--- config.mk ---
export PLATFORM = sky130hd
export DESIGN_NAME = esr_ramp
export DESIGN_NICKNAME = d
export VERILOG_FILES = /design/src/verilog/esr_pkg.sv /design/src/verilog/esr_slew_if.sv /design/src/verilog/esr_slew.sv /design/src/verilog/esr_ramp.sv
export SDC_FILE = /design/constraint.sdc
export NUM_CORES = 2
export LEC_CHECK = 0
export ABC_AREA = 1
export BUFFER_PORTS_ARGS = -buffer_cell sky130_fd_sc_hd__buf_4
export CORE_ASPECT_RATIO = 1.1
export CORE_MARGIN = 5
export CORE_UTILIZATION = 64
export DETAILED_ROUTE_END_ITERATION = 16
export PLACE_DENSITY = 0.84
export SYNTH_ARGS = -nofsm -noshare
export SYNTH_HDL_FRONTEND = slang
export SYNTH_SLANG_ARGS = --single-unit
--- constraint.sdc ---
create_clock -name clk -period 36.2 [get_ports clk]
set_input_delay 5.43 -clock clk [delete_from_list [all_inputs] [get_ports clk]]
set_output_delay 5.43 -clock clk [all_outputs]
set_load 0.02 [all_outputs]
--- src/verilog/esr_pkg.sv ---
// Shared constants and types for the engine speed reference ramp
`default_nettype none
package esr_pkg;
  // Control clock rate and ramp update period
  localparam int unsigned CLK_MHZ  = 125;
  localparam int unsigned TICK_US  = 1000;
  localparam int unsigned TICK_CYC = TICK_US * CLK_MHZ;
  // Speed word width and sensor count
  localparam int unsigned SPD_W    = 16;
  localparam int unsigned NSENS    = 2;
  // Sensor failure threshold as a percentage of rated speed
  localparam logic [7:0] FAIL_PCT  = 8'h05;
  localparam logic [7:0] FULL_PCT  = 8'h64;
  // Remote loop current thresholds in microamps
  localparam logic [15:0] UA_FAIL_LO = 16'h07d0;  // 2 mA
  localparam logic [15:0] UA_FAIL_HI = 16'h5208;  // 21 mA
  localparam logic [15:0] UA_SPAN_LO = 16'h0fa0;  // 4 mA
  localparam logic [15:0] UA_SPAN_HI = 16'h4e20;  // 20 mA
  // Reference selector states
  typedef enum logic [4:0] {
    ST_START  = 5'b00001,
    ST_IDLE   = 5'b00010,
    ST_ACCEL  = 5'b00100,
    ST_RATED  = 5'b01000,
    ST_REMOTE = 5'b10000
  } esr_state_e;
endpackage : esr_pkg
`default_nettype wire

--- src/verilog/esr_slew_if.sv ---
// Bundle between the selector and the saturating slew stage
`timescale 1ns/1ps
`default_nettype none
interface esr_slew_if;
  logic [esr_pkg::SPD_W-1:0] cur;
  logic [esr_pkg::SPD_W-1:0] target;
  logic [esr_pkg::SPD_W-1:0] up_step;
  logic [esr_pkg::SPD_W-1:0] dn_step;
  logic [esr_pkg::SPD_W-1:0] lo;
  logic [esr_pkg::SPD_W-1:0] hi;
  logic [esr_pkg::SPD_W-1:0] nxt;
  modport user (output cur, target, up_step, dn_step, lo, hi,
                input nxt);
  modport slew (input cur, target, up_step, dn_step, lo, hi,
                output nxt);
endinterface : esr_slew_if
`default_nettype wire

--- src/verilog/esr_slew.sv ---
// Saturating one-step slew toward a clamped target
`timescale 1ns/1ps
`default_nettype none
module esr_slew (
  esr_slew_if.slew s  // Current value, target, steps and limits
);
  logic [esr_pkg::SPD_W-1:0] tgt;

  // Clamp the target into the window, then step without overshoot
  always_comb begin
    tgt = s.target;
    if (tgt < s.lo)
      tgt = s.lo;
    if (tgt > s.hi)
      tgt = s.hi;
    s.nxt = tgt;
    if (tgt > s.cur && (tgt - s.cur) > s.up_step)
      s.nxt = s.cur + s.up_step;
    else if (tgt < s.cur && (s.cur - tgt) > s.dn_step)
      s.nxt = s.cur - s.dn_step;
  end
endmodule : esr_slew
`default_nettype wire

--- src/verilog/esr_ramp.sv ---
// Speed reference selector, ramp, sensor and alarm-reset logic
`timescale 1ns/1ps
`default_nettype none
// How it works
// - Sensor below five percent rated flags failure
// - One failed sensor disables torsional filter
// - Both failed: zero fuel unless override
// - Reset pulse clears latches now valid
// - Reset input true-then-false makes pulse
// - Reset pulse at power-up and optional startup
// - Local raise/lower only without remote
// - Analog remote needs raise,lower,rated, no net
// - Network reference needs raise,lower,rated, net
// - Accel/decel size ramps; rates size raise/lower
// - Start reference off unless configured
// - Start reference overrides until engine passes it
// - Rated open targets idle
// - Rated closed ramps idle to rated
// - Raise/lower cancels accel; then clamped moves
// - Remote selected at rated tracks remote value
// - Remote selected during accel tracks remote
// - Below 2 or above 21 mA is fault
// - Linear 4-20 mA map, either direction
// - Track remote at rates within limits
// - Fault holds if hold-last, else tracks
// - Rated to idle ramps at decel
module esr_ramp #(
  parameter int unsigned TICK_CYC = esr_pkg::TICK_CYC  // Cycles a tick
) (
  input  wire logic              clk,          // 125 MHz clock
  input  wire logic              nrst,         // Sync reset, low
  input  wire logic              raise_in,     // Raise contact pin
  input  wire logic              lower_in,     // Lower contact pin
  input  wire logic              rated_in,     // Idle/rated pin
  input  wire logic              alm_rst_in,   // Alarm reset pin
  input  wire logic              spd_ovrd_in,  // Speed fail override
  input  wire logic              net_sel_in,   // Network ref select
  input  wire logic [15:0]       spd_a,        // Sensor A speed
  input  wire logic [15:0]       spd_b,        // Sensor B speed
  input  wire logic [15:0]       rem_ua,       // Remote loop, uA
  input  wire logic [15:0]       network_analog_write_value, // Net ref
  input  wire logic              net_link_err, // Network link error
  input  wire logic              cfg_start_en, // Use start reference
  input  wire logic              cfg_rst_start,// Reset on startup
  input  wire logic              cfg_tors_en,  // Torsional filter on
  input  wire logic              cfg_hold_last,// Hold on fault
  input  wire logic              selftest_ok,  // Self-test passed
  input  wire logic [15:0]       start_sp,     // Start speed
  input  wire logic [15:0]       idle_sp,      // Idle speed
  input  wire logic [15:0]       rated_sp,     // Rated speed
  input  wire logic [15:0]       low_lim,      // Lower limit
  input  wire logic [15:0]       raise_lim,    // Raise limit
  input  wire logic [15:0]       accel_step,   // Accel step a tick
  input  wire logic [15:0]       decel_step,   // Decel step a tick
  input  wire logic [15:0]       raise_rate,   // Raise step a tick
  input  wire logic [15:0]       lower_rate,   // Lower step a tick
  input  wire logic [15:0]       rem_sp_4ma,   // Speed at 4 mA
  input  wire logic [15:0]       rem_sp_20ma,  // Speed at 20 mA
  input  wire logic [15:0]       net_default,  // Net default value
  output logic      [15:0]       speed_ref,    // Speed reference
  output logic      [1:0]        sens_bad,     // Live sensor fail
  output logic      [1:0]        sens_flt,     // Latched sensor fail
  output logic                   rem_flt,      // Latched remote fault
  output logic                   tors_en,      // Torsional filter on
  output logic                   fuel_zero,    // Force fuel to zero
  output logic                   fuel_max_ok,  // Fuel allowed to max
  output logic                   alm_pulse,    // Alarm reset pulse
  output logic                   rem_active,   // Remote tracking
  output logic      [4:0]        ref_state     // Selector state
);
  localparam int unsigned CW = $clog2(TICK_CYC + 1);
  localparam logic [CW-1:0] TICK_LAST = CW'(TICK_CYC - 1);
  localparam logic [15:0] SPAN_UA =
    esr_pkg::UA_SPAN_HI - esr_pkg::UA_SPAN_LO;
  localparam logic [15:0] SPD_MAX = 16'hffff;
  localparam logic [15:0] SPD_ZERO = 16'h0000;

  typedef enum logic [2:0] {PIN_RAISE = 3'h0, PIN_LOWER = 3'h1,
    PIN_RATED = 3'h2, PIN_ALM = 3'h3, PIN_OVRD = 3'h4,
    PIN_NET = 3'h5} esr_pin_e;

  esr_pkg::esr_state_e st;
  esr_pkg::esr_state_e next_st;
  logic [5:0]    pin_m;
  logic [5:0]    pin_s;
  logic          alm_q;
  logic          por_pend;
  logic          run_q;
  logic [CW-1:0] tick_cnt;
  logic          tick;
  logic [15:0]   spd [esr_pkg::NSENS];
  logic [1:0]    fail_now;
  logic [15:0]   eng_spd;
  logic          running;
  logic          rem_sel;
  logic          ana_en;
  logic          net_en;
  logic          loc_raise;
  logic          loc_lower;
  logic          ana_bad;
  logic          rem_bad;
  logic [15:0]   ua_use;
  logic signed [33:0] map_prod;
  logic signed [33:0] map_sum;
  logic [15:0]   ana_spd;
  logic [15:0]   rem_tgt;
  logic [15:0]   ref_q;

  esr_slew_if sl ();

  esr_slew u_slew (
    .s (sl.slew)
  );

  // Contact pins cross in through two flops; only the second is read
  always_ff @(posedge clk) begin
    if (!nrst) begin
      pin_m <= 6'h00;
      pin_s <= 6'h00;
    end else begin
      pin_m <= {net_sel_in, spd_ovrd_in, alm_rst_in, rated_in,
                lower_in, raise_in};
      pin_s <= pin_m;
    end
  end

  // Free-running control tick paces the ramp
  always_ff @(posedge clk) begin
    if (!nrst)
      tick_cnt <= '0;
    else if (tick_cnt == TICK_LAST)
      tick_cnt <= '0;
    else
      tick_cnt <= tick_cnt + 1'b1;
  end
  assign tick = (tick_cnt == TICK_LAST);

  assign spd[0] = spd_a;
  assign spd[1] = spd_b;

  // Per-sensor failure test, compared in scaled form to avoid a divide
  for (genvar g = 0; g < esr_pkg::NSENS; g++) begin : g_sens
    assign fail_now[g] = (24'(spd[g]) * 24'(esr_pkg::FULL_PCT)) <
                         (24'(rated_sp) * 24'(esr_pkg::FAIL_PCT));
  end

  // High signal select of the two sensors
  assign eng_spd = (spd_a > spd_b) ? spd_a : spd_b;
  assign running = ~(sens_bad[0] & sens_bad[1]);

  assign rem_sel = pin_s[PIN_RAISE] & pin_s[PIN_LOWER] &
                   pin_s[PIN_RATED];
  assign ana_en  = rem_sel & ~pin_s[PIN_NET];
  assign net_en  = rem_sel & pin_s[PIN_NET];
  // local commands locked out by remote
  assign loc_raise = pin_s[PIN_RAISE] & ~pin_s[PIN_LOWER] & ~rem_sel;
  assign loc_lower = pin_s[PIN_LOWER] & ~pin_s[PIN_RAISE] & ~rem_sel;

  assign ana_bad = (rem_ua < esr_pkg::UA_FAIL_LO) |
                   (rem_ua > esr_pkg::UA_FAIL_HI);
  assign rem_bad = (ana_en & ana_bad) | (net_en & net_link_err);

  // Healthy input clamps to the span; a faulty one is followed raw
  always_comb begin
    ua_use = rem_ua;
    if (!ana_bad && rem_ua < esr_pkg::UA_SPAN_LO)
      ua_use = esr_pkg::UA_SPAN_LO;
    if (!ana_bad && rem_ua > esr_pkg::UA_SPAN_HI)
      ua_use = esr_pkg::UA_SPAN_HI;
  end

  // straight line through both end points, signed for reverse
  always_comb begin
    map_prod = (34'(signed'({1'b0, ua_use})) -
                34'(signed'({1'b0, esr_pkg::UA_SPAN_LO}))) *
               (34'(signed'({1'b0, rem_sp_20ma})) -
                34'(signed'({1'b0, rem_sp_4ma})));
    map_sum = map_prod / 34'(signed'({1'b0, SPAN_UA})) +
              34'(signed'({1'b0, rem_sp_4ma}));
    if (map_sum < 0)
      ana_spd = SPD_ZERO;
    else if (map_sum > 34'(signed'({1'b0, SPD_MAX})))
      ana_spd = SPD_MAX;
    else
      ana_spd = map_sum[15:0];
  end

  // hold or follow on a faulty remote source
  always_comb begin
    if (rem_bad && cfg_hold_last)
      rem_tgt = ref_q;
    else if (net_en)
      rem_tgt = net_link_err ? net_default : network_analog_write_value;
    else
      rem_tgt = ana_spd;
  end

  // Reference selector transitions
  always_comb begin
    next_st = st;
    case (st)
      esr_pkg::ST_START: begin
        if (!cfg_start_en || eng_spd > start_sp)
          // leave start once engine passes it
          next_st = pin_s[PIN_RATED] ? esr_pkg::ST_ACCEL
                                     : esr_pkg::ST_IDLE;
      end
      esr_pkg::ST_IDLE: begin
        // rated closed begins the accel ramp
        if (pin_s[PIN_RATED])
          // remote picked up as rated closes
          next_st = rem_sel ? esr_pkg::ST_REMOTE : esr_pkg::ST_ACCEL;
      end
      esr_pkg::ST_ACCEL: begin
        if (!pin_s[PIN_RATED])
          next_st = esr_pkg::ST_IDLE;
        else if (rem_sel)
          next_st = esr_pkg::ST_REMOTE;
        // raise or lower cancels the ramp
        else if (loc_raise || loc_lower || ref_q == rated_sp)
          next_st = esr_pkg::ST_RATED;
      end
      esr_pkg::ST_RATED: begin
        if (!pin_s[PIN_RATED])
          next_st = esr_pkg::ST_IDLE;
        else if (rem_sel)
          next_st = esr_pkg::ST_REMOTE;
      end
      esr_pkg::ST_REMOTE: begin
        if (!pin_s[PIN_RATED])
          next_st = esr_pkg::ST_IDLE;
        else if (!rem_sel)
          next_st = esr_pkg::ST_RATED;
      end
      default: next_st = esr_pkg::ST_START;
    endcase
    // a stopped engine re-selects the start reference
    if (cfg_start_en && !running)
      next_st = esr_pkg::ST_START;
  end

  always_ff @(posedge clk) begin
    if (!nrst)
      st <= esr_pkg::ST_START;
    else
      st <= next_st;
  end

  // Slew stage set-up per state; idle may sit below the lower limit
  always_comb begin
    sl.cur     = ref_q;
    sl.target  = ref_q;
    sl.up_step = SPD_ZERO;
    sl.dn_step = SPD_ZERO;
    sl.lo      = SPD_ZERO;
    sl.hi      = SPD_MAX;
    case (st)
      esr_pkg::ST_IDLE: begin
        // idle target; accel up, decel down
        sl.target  = idle_sp;
        sl.up_step = accel_step;
        // decel time sizes the drop to idle
        sl.dn_step = decel_step;
      end
      esr_pkg::ST_ACCEL: begin
        // accel time sizes idle to rated
        sl.target  = rated_sp;
        sl.up_step = accel_step;
        sl.dn_step = accel_step;
      end
      esr_pkg::ST_RATED: begin
        // raise and lower clamped to limits
        sl.target  = loc_raise ? raise_lim :
                     loc_lower ? low_lim : ref_q;
        sl.up_step = raise_rate;
        sl.dn_step = lower_rate;
        sl.lo      = low_lim;
        sl.hi      = raise_lim;
      end
      esr_pkg::ST_REMOTE: begin
        // track remote at rates inside limits
        sl.target  = rem_tgt;
        sl.up_step = raise_rate;
        sl.dn_step = lower_rate;
        sl.lo      = low_lim;
        sl.hi      = raise_lim;
      end
      default: sl.target = ref_q;
    endcase
  end

  // Reference register: start value jumps in, all else steps a tick
  always_ff @(posedge clk) begin
    if (!nrst)
      ref_q <= SPD_ZERO;
    else if (st == esr_pkg::ST_START && cfg_start_en)
      ref_q <= start_sp;
    else if (tick)
      ref_q <= sl.nxt;
  end

  // Alarm reset: falling input edge, power-up and optional startup
  always_ff @(posedge clk) begin
    if (!nrst) begin
      alm_q     <= 1'b0;
      por_pend  <= 1'b1;
      run_q     <= 1'b0;
      alm_pulse <= 1'b0;
    end else begin
      alm_q    <= pin_s[PIN_ALM];
      por_pend <= 1'b0;
      run_q    <= running;
      // true then false; power-up and startup
      alm_pulse <= (alm_q & ~pin_s[PIN_ALM]) | por_pend |
                   (cfg_rst_start & running & ~run_q);
    end
  end

  // Latched failures; a new failure beats a reset in the same cycle
  always_ff @(posedge clk) begin
    if (!nrst) begin
      sens_bad <= 2'h0;
      sens_flt <= 2'h0;
      rem_flt  <= 1'b0;
    end else begin
      sens_bad <= fail_now;
      // clear only what is valid now
      for (int i = 0; i < esr_pkg::NSENS; i++)
        if (fail_now[i])
          sens_flt[i] <= 1'b1;
        else if (alm_pulse)
          sens_flt[i] <= 1'b0;
      if (rem_bad)
        rem_flt <= 1'b1;
      else if (alm_pulse)
        rem_flt <= 1'b0;
    end
  end

  // Speed, filter and fuel-max outputs stay off and fuel_zero is held on until self-test passes
  always_ff @(posedge clk) begin
    if (!nrst) begin
      speed_ref   <= SPD_ZERO;
      tors_en     <= 1'b0;
      fuel_zero   <= 1'b1;
      fuel_max_ok <= 1'b0;
      rem_active  <= 1'b0;
      ref_state   <= 5'h00;
    end else begin
      speed_ref   <= selftest_ok ? ref_q : SPD_ZERO;
      // any failed sensor drops the filter
      tors_en     <= selftest_ok & cfg_tors_en & ~(|fail_now);
      fuel_zero   <= ~selftest_ok |
                     (&fail_now & ~pin_s[PIN_OVRD]);
      fuel_max_ok <= selftest_ok & (&fail_now) & pin_s[PIN_OVRD];
      rem_active  <= (st == esr_pkg::ST_REMOTE);
      ref_state   <= st;
    end
  end

  // Checks on the design's own behaviour
  property p_fail_set;
    @(posedge clk) disable iff (!nrst)
      fail_now[0] |=> sens_bad[0] ##0 sens_flt[0];
  endproperty
  a_fail_set: assert property (p_fail_set)
    else $error("sensor fail not flagged");

  property p_tors;
    @(posedge clk) disable iff (!nrst)
      (fail_now[0] ^ fail_now[1]) |=> !tors_en;
  endproperty
  a_tors: assert property (p_tors)
    else $error("torsional filter left on");

  property p_fuel;
    @(posedge clk) disable iff (!nrst)
      (&fail_now && selftest_ok) |=>
        (fuel_zero == !$past(pin_s[PIN_OVRD])) && (fuel_max_ok != fuel_zero);
  endproperty
  a_fuel: assert property (p_fuel)
    else $error("both-fail fuel action wrong");

  property p_clear;
    @(posedge clk) disable iff (!nrst)
      (alm_pulse && !fail_now[1] && sens_flt[1]) |=> !sens_flt[1];
  endproperty
  a_clear: assert property (p_clear)
    else $error("valid latch not cleared");

  property p_toggle;
    @(posedge clk) disable iff (!nrst)
      (pin_s[PIN_ALM] ##1 !pin_s[PIN_ALM]) |=> alm_pulse ##1 !alm_pulse;
  endproperty
  a_toggle: assert property (p_toggle)
    else $error("alarm reset toggle lost");

  property p_por;
    @(posedge clk) $rose(nrst) |=> alm_pulse;
  endproperty
  a_por: assert property (p_por)
    else $error("no power-up alarm reset");

  property p_cancel;
    @(posedge clk) disable iff (!nrst)
      (st == esr_pkg::ST_ACCEL && pin_s[PIN_RATED] && loc_raise &&
       !(cfg_start_en && !running)) |=> st == esr_pkg::ST_RATED;
  endproperty
  a_cancel: assert property (p_cancel)
    else $error("accel ramp not cancelled");

  property p_limit;
    @(posedge clk) disable iff (!nrst)
      (st == esr_pkg::ST_REMOTE && next_st == esr_pkg::ST_REMOTE &&
       ref_q >= low_lim && ref_q <= raise_lim && $stable(low_lim) &&
       $stable(raise_lim)) |=> (ref_q >= low_lim && ref_q <= raise_lim);
  endproperty
  a_limit: assert property (p_limit)
    else $error("remote pushed past a limit");

  property p_idle;
    @(posedge clk) disable iff (!nrst)
      (st == esr_pkg::ST_RATED && !pin_s[PIN_RATED] &&
       !(cfg_start_en && !running)) |=> st == esr_pkg::ST_IDLE;
  endproperty
  a_idle: assert property (p_idle)
    else $error("no return to idle");

  property p_remflt;
    @(posedge clk) disable iff (!nrst)
      (ana_en && rem_ua < esr_pkg::UA_FAIL_LO) |=> rem_flt;
  endproperty
  a_remflt: assert property (p_remflt)
    else $error("remote fault missed");

  property p_step;
    @(posedge clk) disable iff (!nrst)
      (!tick && st != esr_pkg::ST_START) |=> $stable(ref_q);
  endproperty
  a_step: assert property (p_step)
    else $error("reference moved off tick");

  c_accel_done: cover property (@(posedge clk) disable iff (!nrst)
    st == esr_pkg::ST_ACCEL ##1 st == esr_pkg::ST_RATED);
  c_remote: cover property (@(posedge clk) disable iff (!nrst)
    st == esr_pkg::ST_RATED ##1 st == esr_pkg::ST_REMOTE);
  c_decel: cover property (@(posedge clk) disable iff (!nrst)
    st == esr_pkg::ST_RATED ##1 st == esr_pkg::ST_IDLE);
  c_start: cover property (@(posedge clk) disable iff (!nrst)
    st == esr_pkg::ST_START ##1 st == esr_pkg::ST_ACCEL);
endmodule : esr_ramp
`default_nettype wire

## Yosys cells after proc, flatten, opt, wreduce, memory -nomap -nowiden

Index checks and enable logic that the tools add are counted.

- Register bits after elaboration: 84
- Bits in latches: 0
- Bits in writable memories: 0
- Memory bits (read-only): 0
- Bits of input ports: 270
- Output and inout bits: 31
- Memories kept: 0

- $add $sub $neg: 8
- Multipliers: 4
- Divide/modulo/power cells: 1
- Order comparisons: 16
- Equal/unequal tests: 12
- Shifts and indexed selects: 0
- Muxes and demuxes: 38
- Bitwise logic cells: 35
- Reduce and logical (&&, ||, !) cells: 24

Operators with widths:

| cell | number |
|---|---|
| $mux W16 | 18 |
| $gt A16 B16 Y1 | 6 |
| $pmux W16 S4 | 1 |
| $mux W5 | 10 |
| $pmux W16 S3 | 1 |
| $sub A16 B16 Y16 | 3 |
| $lt A23 B19 Y1 | 2 |
| $mul A16 B5 Y21 const B | 2 |
| $add A34 B17 Y34 | 1 |
| $div A34 B15 Y34 const B | 1 |
| $gt A34 B17 Y1 const B | 1 |
| $lt A34 B1 Y1 const B | 1 |
| $mul A17 B17 Y34 | 1 |
| $gt A16 B15 Y1 const B | 2 |
| $lt A16 B16 Y1 | 2 |
| $pmux W16 S2 | 1 |
| $pmux W5 S5 | 1 |
| $and A1 B1 Y1 | 19 |
| $mul A16 B3 Y19 const B | 1 |
| $add A17 B1 Y17 const B | 1 |
| $eq A17 B17 Y1 const B | 1 |
| $sub A16 B12 Y17 const B | 1 |
| $sub A16 B16 Y17 | 1 |
| $add A16 B16 Y16 | 1 |
| 22 further kinds | 59 |

## Logic depth before layout (Yosys ltp)

- Depth in word-level cells: 27
- Depth in mapped cells: 253

## By module

Synthesis repeated with hierarchy kept, for this count alone.

- Cells, all modules: 5605
- Area, all modules: 36790.3 µm²

Modules (own cells, without submodules):

| module | times used | cells each | area each (µm²) | seq. area each (µm²) |
|---|---|---|---|---|
| esr_ramp | 1 | 4734 | 31353.8 | 1681.6 |
| esr_slew | 1 | 871 | 5436.5 | 0.0 |

## Least setup slack after synthesis

Ideal clock, no wire load.

- Path type: in2reg
- Start point: input rem_sp_4ma[2]
- End point: register ref_q[5]
- Arrival: 32.778 ns
- Data required time: 36.127 ns
- Path slack: 3.349 ns
- Cell stages on the path: 221
- Cells stage by stage: inv_1 > ha_1 > nand2_1 > nor2_1 > a211oi_1 > o21ai_0 > nand2_1 > nand2_1 > a21oi_1 > o21ai_0 > nand2_1 > nand2_1 > a21oi_1 > or2_2 > nand2_1 > a21oi_1 > or2_2 > nand2_1 > (+185 left out) > a221o_1 > a21oi_1 > o21a_1 > o21ai_0 > xor2_1 > ha_1 > nand3_1 > nor3_1 > nand2_1 > o31a_1 > nand2_2 > buf_2 > o21ai_0 > inv_1 > nand2_1 > nand2_1 > nand2_1 > a21oi_1

- Cells in the longest elaborated chain, start to end: 21

Ends and longest elaborated chain:

| item | RTL line | RTL |
|---|---|---|
| start: declaration | esr_ramp.sv:57 | `input wire logic [15:0] rem_sp_4ma,` |
| $sub A16 B16 Y17 | esr_ramp.sv:176 | `(34'(signed'({1'b0, rem_sp_20ma})) -` |
| $mul A17 B17 Y34 | esr_ramp.sv:175 | `34'(signed'({1'b0, esr_pkg::UA_SPAN_LO}))) *` |
| $div A34 B15 Y34 | esr_ramp.sv:178 | `map_sum = map_prod / 34'(signed'({1'b0, SPAN_UA})) +` |
| $add A34 B17 Y34 (*) | esr_ramp.sv:178 |  |
| $gt A34 B17 Y1 | esr_ramp.sv:182 | `else if (map_sum > 34'(signed'({1'b0, SPD_MAX})))` |
| $mux W16 | esr_ramp.sv:182 |  |
| $mux W16 (*) | esr_ramp.sv:180 | `if (map_sum < 0)` |
| $mux W16 (*) | esr_ramp.sv:192 | `else if (net_en)` |
| (+5 left out) | -- |  |
| $mux W16 (*) | esr_slew.sv:14 | `if (tgt > s.hi)` |
| $sub A16 B16 Y16 | esr_slew.sv:19 | `else if (tgt < s.cur && (s.cur - tgt) > s.dn_step)` |
| $gt A16 B16 Y1 | esr_slew.sv:19 |  |
| $logic_and A1 B1 Y1 | esr_slew.sv:19 |  |
| $mux W16 | esr_slew.sv:19 |  |
| $mux W16 (*) | esr_slew.sv:17 | `if (tgt > s.cur && (tgt - s.cur) > s.up_step)` |
| $mux W16 (*) | esr_ramp.sv:298 | `else if (tick)` |
| $mux W16 (*) | esr_ramp.sv:296 | `else if (st == esr_pkg::ST_START && cfg_start_en)` |
| end signal: assignment | esr_ramp.sv:297 | `ref_q <= start_sp;` |
| end signal: assignment | esr_ramp.sv:299 | `ref_q <= sl.nxt;` |
| end: declaration | esr_ramp.sv:107 | `logic [15:0] ref_q;` |

Mark *: on every way between the ends. The rest lies on a longest branch, timed or not. The select of a mux whose other input is x is not followed.
A chain may end at the register's enable or synchronous reset.

## Worst setup path after layout

- Start point: input rem_sp_4ma[2]
- End point: register ref_q[14]

Same word-level chain as after synthesis.

==> flow_summary.ini <==
[global_routing]
gr-total-overflow = 0
maximum_number_of_pins_on_one_net_before_global_route_repair = 36
via_count_of_the_first_global_routing_pass = 36200
antenna_found_initial = 3
grtUsageTotal_pct = 38.1
grt_pass1_wl_mm = 190

[critical_path]
critPathRequiredTime_ns = 36.51
timing.critical_path.slowest_stage_cell = sky130_fd_sc_hd__fa_2
crit_path_start_kind = primary input
critPathMaxStageDelay_ns = 0.60
cp-end-kind = register
worst-endpoint-arrival_ns = 34.91
critical-path-top-cell-by-count = sky130_fd_sc_hd__nand2_1
timing_worst_setup_path_type = in -> reg
critical_path_peak_fanout = 13
reg2reg_setup_slack_ns = 26.27

[finish]
layoutNonFillerInstCount = 6568
layout.nets = 6852
area_delta_synth_final_pct = 13.8
drive_above_1_share_pct = 20.1

[yosys]
ys.warnings.count = 0
synth-async-reset-ratio_pct = 0
synth.yosys.seq_area_share_pct = 4.57
synth_seq_cells = 84
synth_edf_count = 0
synth.most_common_cell = sky130_fd_sc_hd__inv_1
netlist.area_leader.share_pct = 17.8
ys.flop_type = sky130_fd_sc_hd__dfxtp_1
yosysUniqueCellTypes = 89
synthTopCellsByCount = sky130_fd_sc_hd__inv_1, sky130_fd_sc_hd__nand2_1, sky130_fd_sc_hd__nor2_1, sky130_fd_sc_hd__ha_1, sky130_fd_sc_hd__fa_1
postSynthNetCount = 6516
synth_top_cell_by_area = sky130_fd_sc_hd__fa_1
synthesized_netlist_cell_count = 5473
synth.top_cells.by_area = sky130_fd_sc_hd__fa_1, sky130_fd_sc_hd__ha_1, sky130_fd_sc_hd__inv_1
syn-cell-area_um2 = 36800
synth_area_per_cell_um2 = 6.72

[detailed_routing]
drtAntennaViolNets = 0
first_pass_iters = 6
drt_wl_total_mm = 124
post_detailed_route_via_to_cell_ratio = 5.73
drc = 0
drtIter0Drc = 2938
route.vias.total = 37600
routedWlPerCell_um = 19.0

[timing]
finalCritPeriodShare_pct = 95.6
slew_viol_final = 0
timing_hold_violations_final = 0
period_minus_slack_ns = 34.60
setup_viol = 0
tightestPinTransition_ns = 1.01
whs_ns = 0.427
worst_slew_margin_rel_pct = 32.6
worst_clock_skew_ns = 0.0121
fmax_mhz = 28.9

[clock_network]
cts_buffers = 9
clockBufferDepth = 2
clk_pin_slew_ns = 0.08
post_cts_hold_buffer_count = 0
cts_tree = built
cts_root_buffer = sky130_fd_sc_hd__clkbuf_16
clock-sinks = 84
htreeDepth = 3
clock_insertion_delay_worst_skew_ns = 0.38

[floorplanning]
core.rowCount = 92
die-area_um2 = 62300
die_w_um = 239
design.core.area_um2 = 57100
die_height_um = 261
initial_utilization_pct = 64.4
ioPinCount = 301

[run]
max_cap_viol_count = 0

[place]
gp_weighted_congestion = 1.03
dpl.cell_count = 6479
portBuffers = 300
hpwl_mm = 104

[run_status]
run_status = completed

[hold_path]
timing.hold.worst.class = reg -> reg
==> registers in the layout (all words and copies together) (netlist names) <==
| name | flops |
|---|---|
| tick_cnt | 17 |
| ref_q | 16 |
| speed_ref | 16 |
| pin_m | 6 |
| pin_s | 6 |
| ref_state | 5 |
| st | 5 |
| sens_bad | 2 |
| sens_flt | 2 |
| alm_pulse | 1 |
| alm_q | 1 |
| fuel_max_ok | 1 |
| fuel_zero | 1 |
| por_pend | 1 |
| rem_active | 1 |
| rem_flt | 1 |
| run_q | 1 |
| tors_en | 1 |
==> worst max-delay path, delay by kind of cell <==
family                   cells  cell delay [ns]
buffers and inverters       27             2.53
XOR/XNOR                     3             0.62
AO/OA/AOI/OAI               38             6.58
AND/OR/NAND/NOR            144            14.31
adder cells (fa/ha/maj)     14             5.33
==> layout by cell type (no fill, tap or decap), drive strengths merged, types with 36 or more instances in the layout <==
cell type / count
nand3: 316
inv: 1160
nor3: 64
o21ai: 205
o21bai: 36
xor2: 146
buf: 418
ha: 447
fa: 326
dfxtp: 84
nand2: 1309
xnor2: 51
nor2: 591
a21oi: 282
nand4: 89
==> layer usage <==
metal  routed length (um)  track usage, %
met3                11300            5.48
met5                   25               0
met4                 8200            20.1
met2                58500            65.2
met1                46400            46.7
==> metrics by stage <==
step	worst slack, ns	cell area (um^2)	setup TNS [ns]	utilization (%)
after global routing	-0.467	41800	-5.88	73.2
after CTS	0.0448	40200	0	70.3
final	1.60	41800	0	73.2
after detailed placement	-0.500	39800	-5.92	69.8
after global placement	0.0910	39800	0	69.8
after floorplan	3.35	36800	0	-
==> logic make-up after synthesis <==
family,after synthesis,synth area share [%]
simple gates,2433,32.0
buf+inv,1289,14.2
fa+ha+maj,773,33.0
compound gates,696,11.5
xor+xnor,197,4.76
flops,84,4.57
mux,1,0.0272
==> timing repair <==
action | 4_1_cts | 5_1_grt
endpoints found under the setup margin | 16 | 16
pin swaps | 0 | 116
gates resized for setup | 3 | 285
setup buffers | 0 | 67
cloned | 0 | 4
==> layout make-up <==
| class | instances | area [um^2] |
|---|---|---|
| multi-input cells | 4103 | 31000 |
| diodes | 2 | 5.00 |
| well taps | 752 | 941 |
| fillers | 4751 | 15300 |
| clock inverters | 7 | 81.3 |
| clock buffers | 9 | 225 |
| inverters | 1193 | 4740 |
| repair buffers | 418 | 3200 |
| flip-flops and latches | 84 | 1680 |
==> path summary, 6_finish.rpt <==
kind,startpoint,to,cells after the start
worst max-delay path,rem_sp_4ma[2],ref_q[14],226
worst min-delay path,pin_m[5],pin_s[5],2
worst max register to register,st[4],ref_q[14],54
worst min register to register,pin_m[5],pin_s[5],2
Power is left out: the tool's default activity adds up to more than one toggle a clock period on the data nets, which glitch-free logic cannot reach.
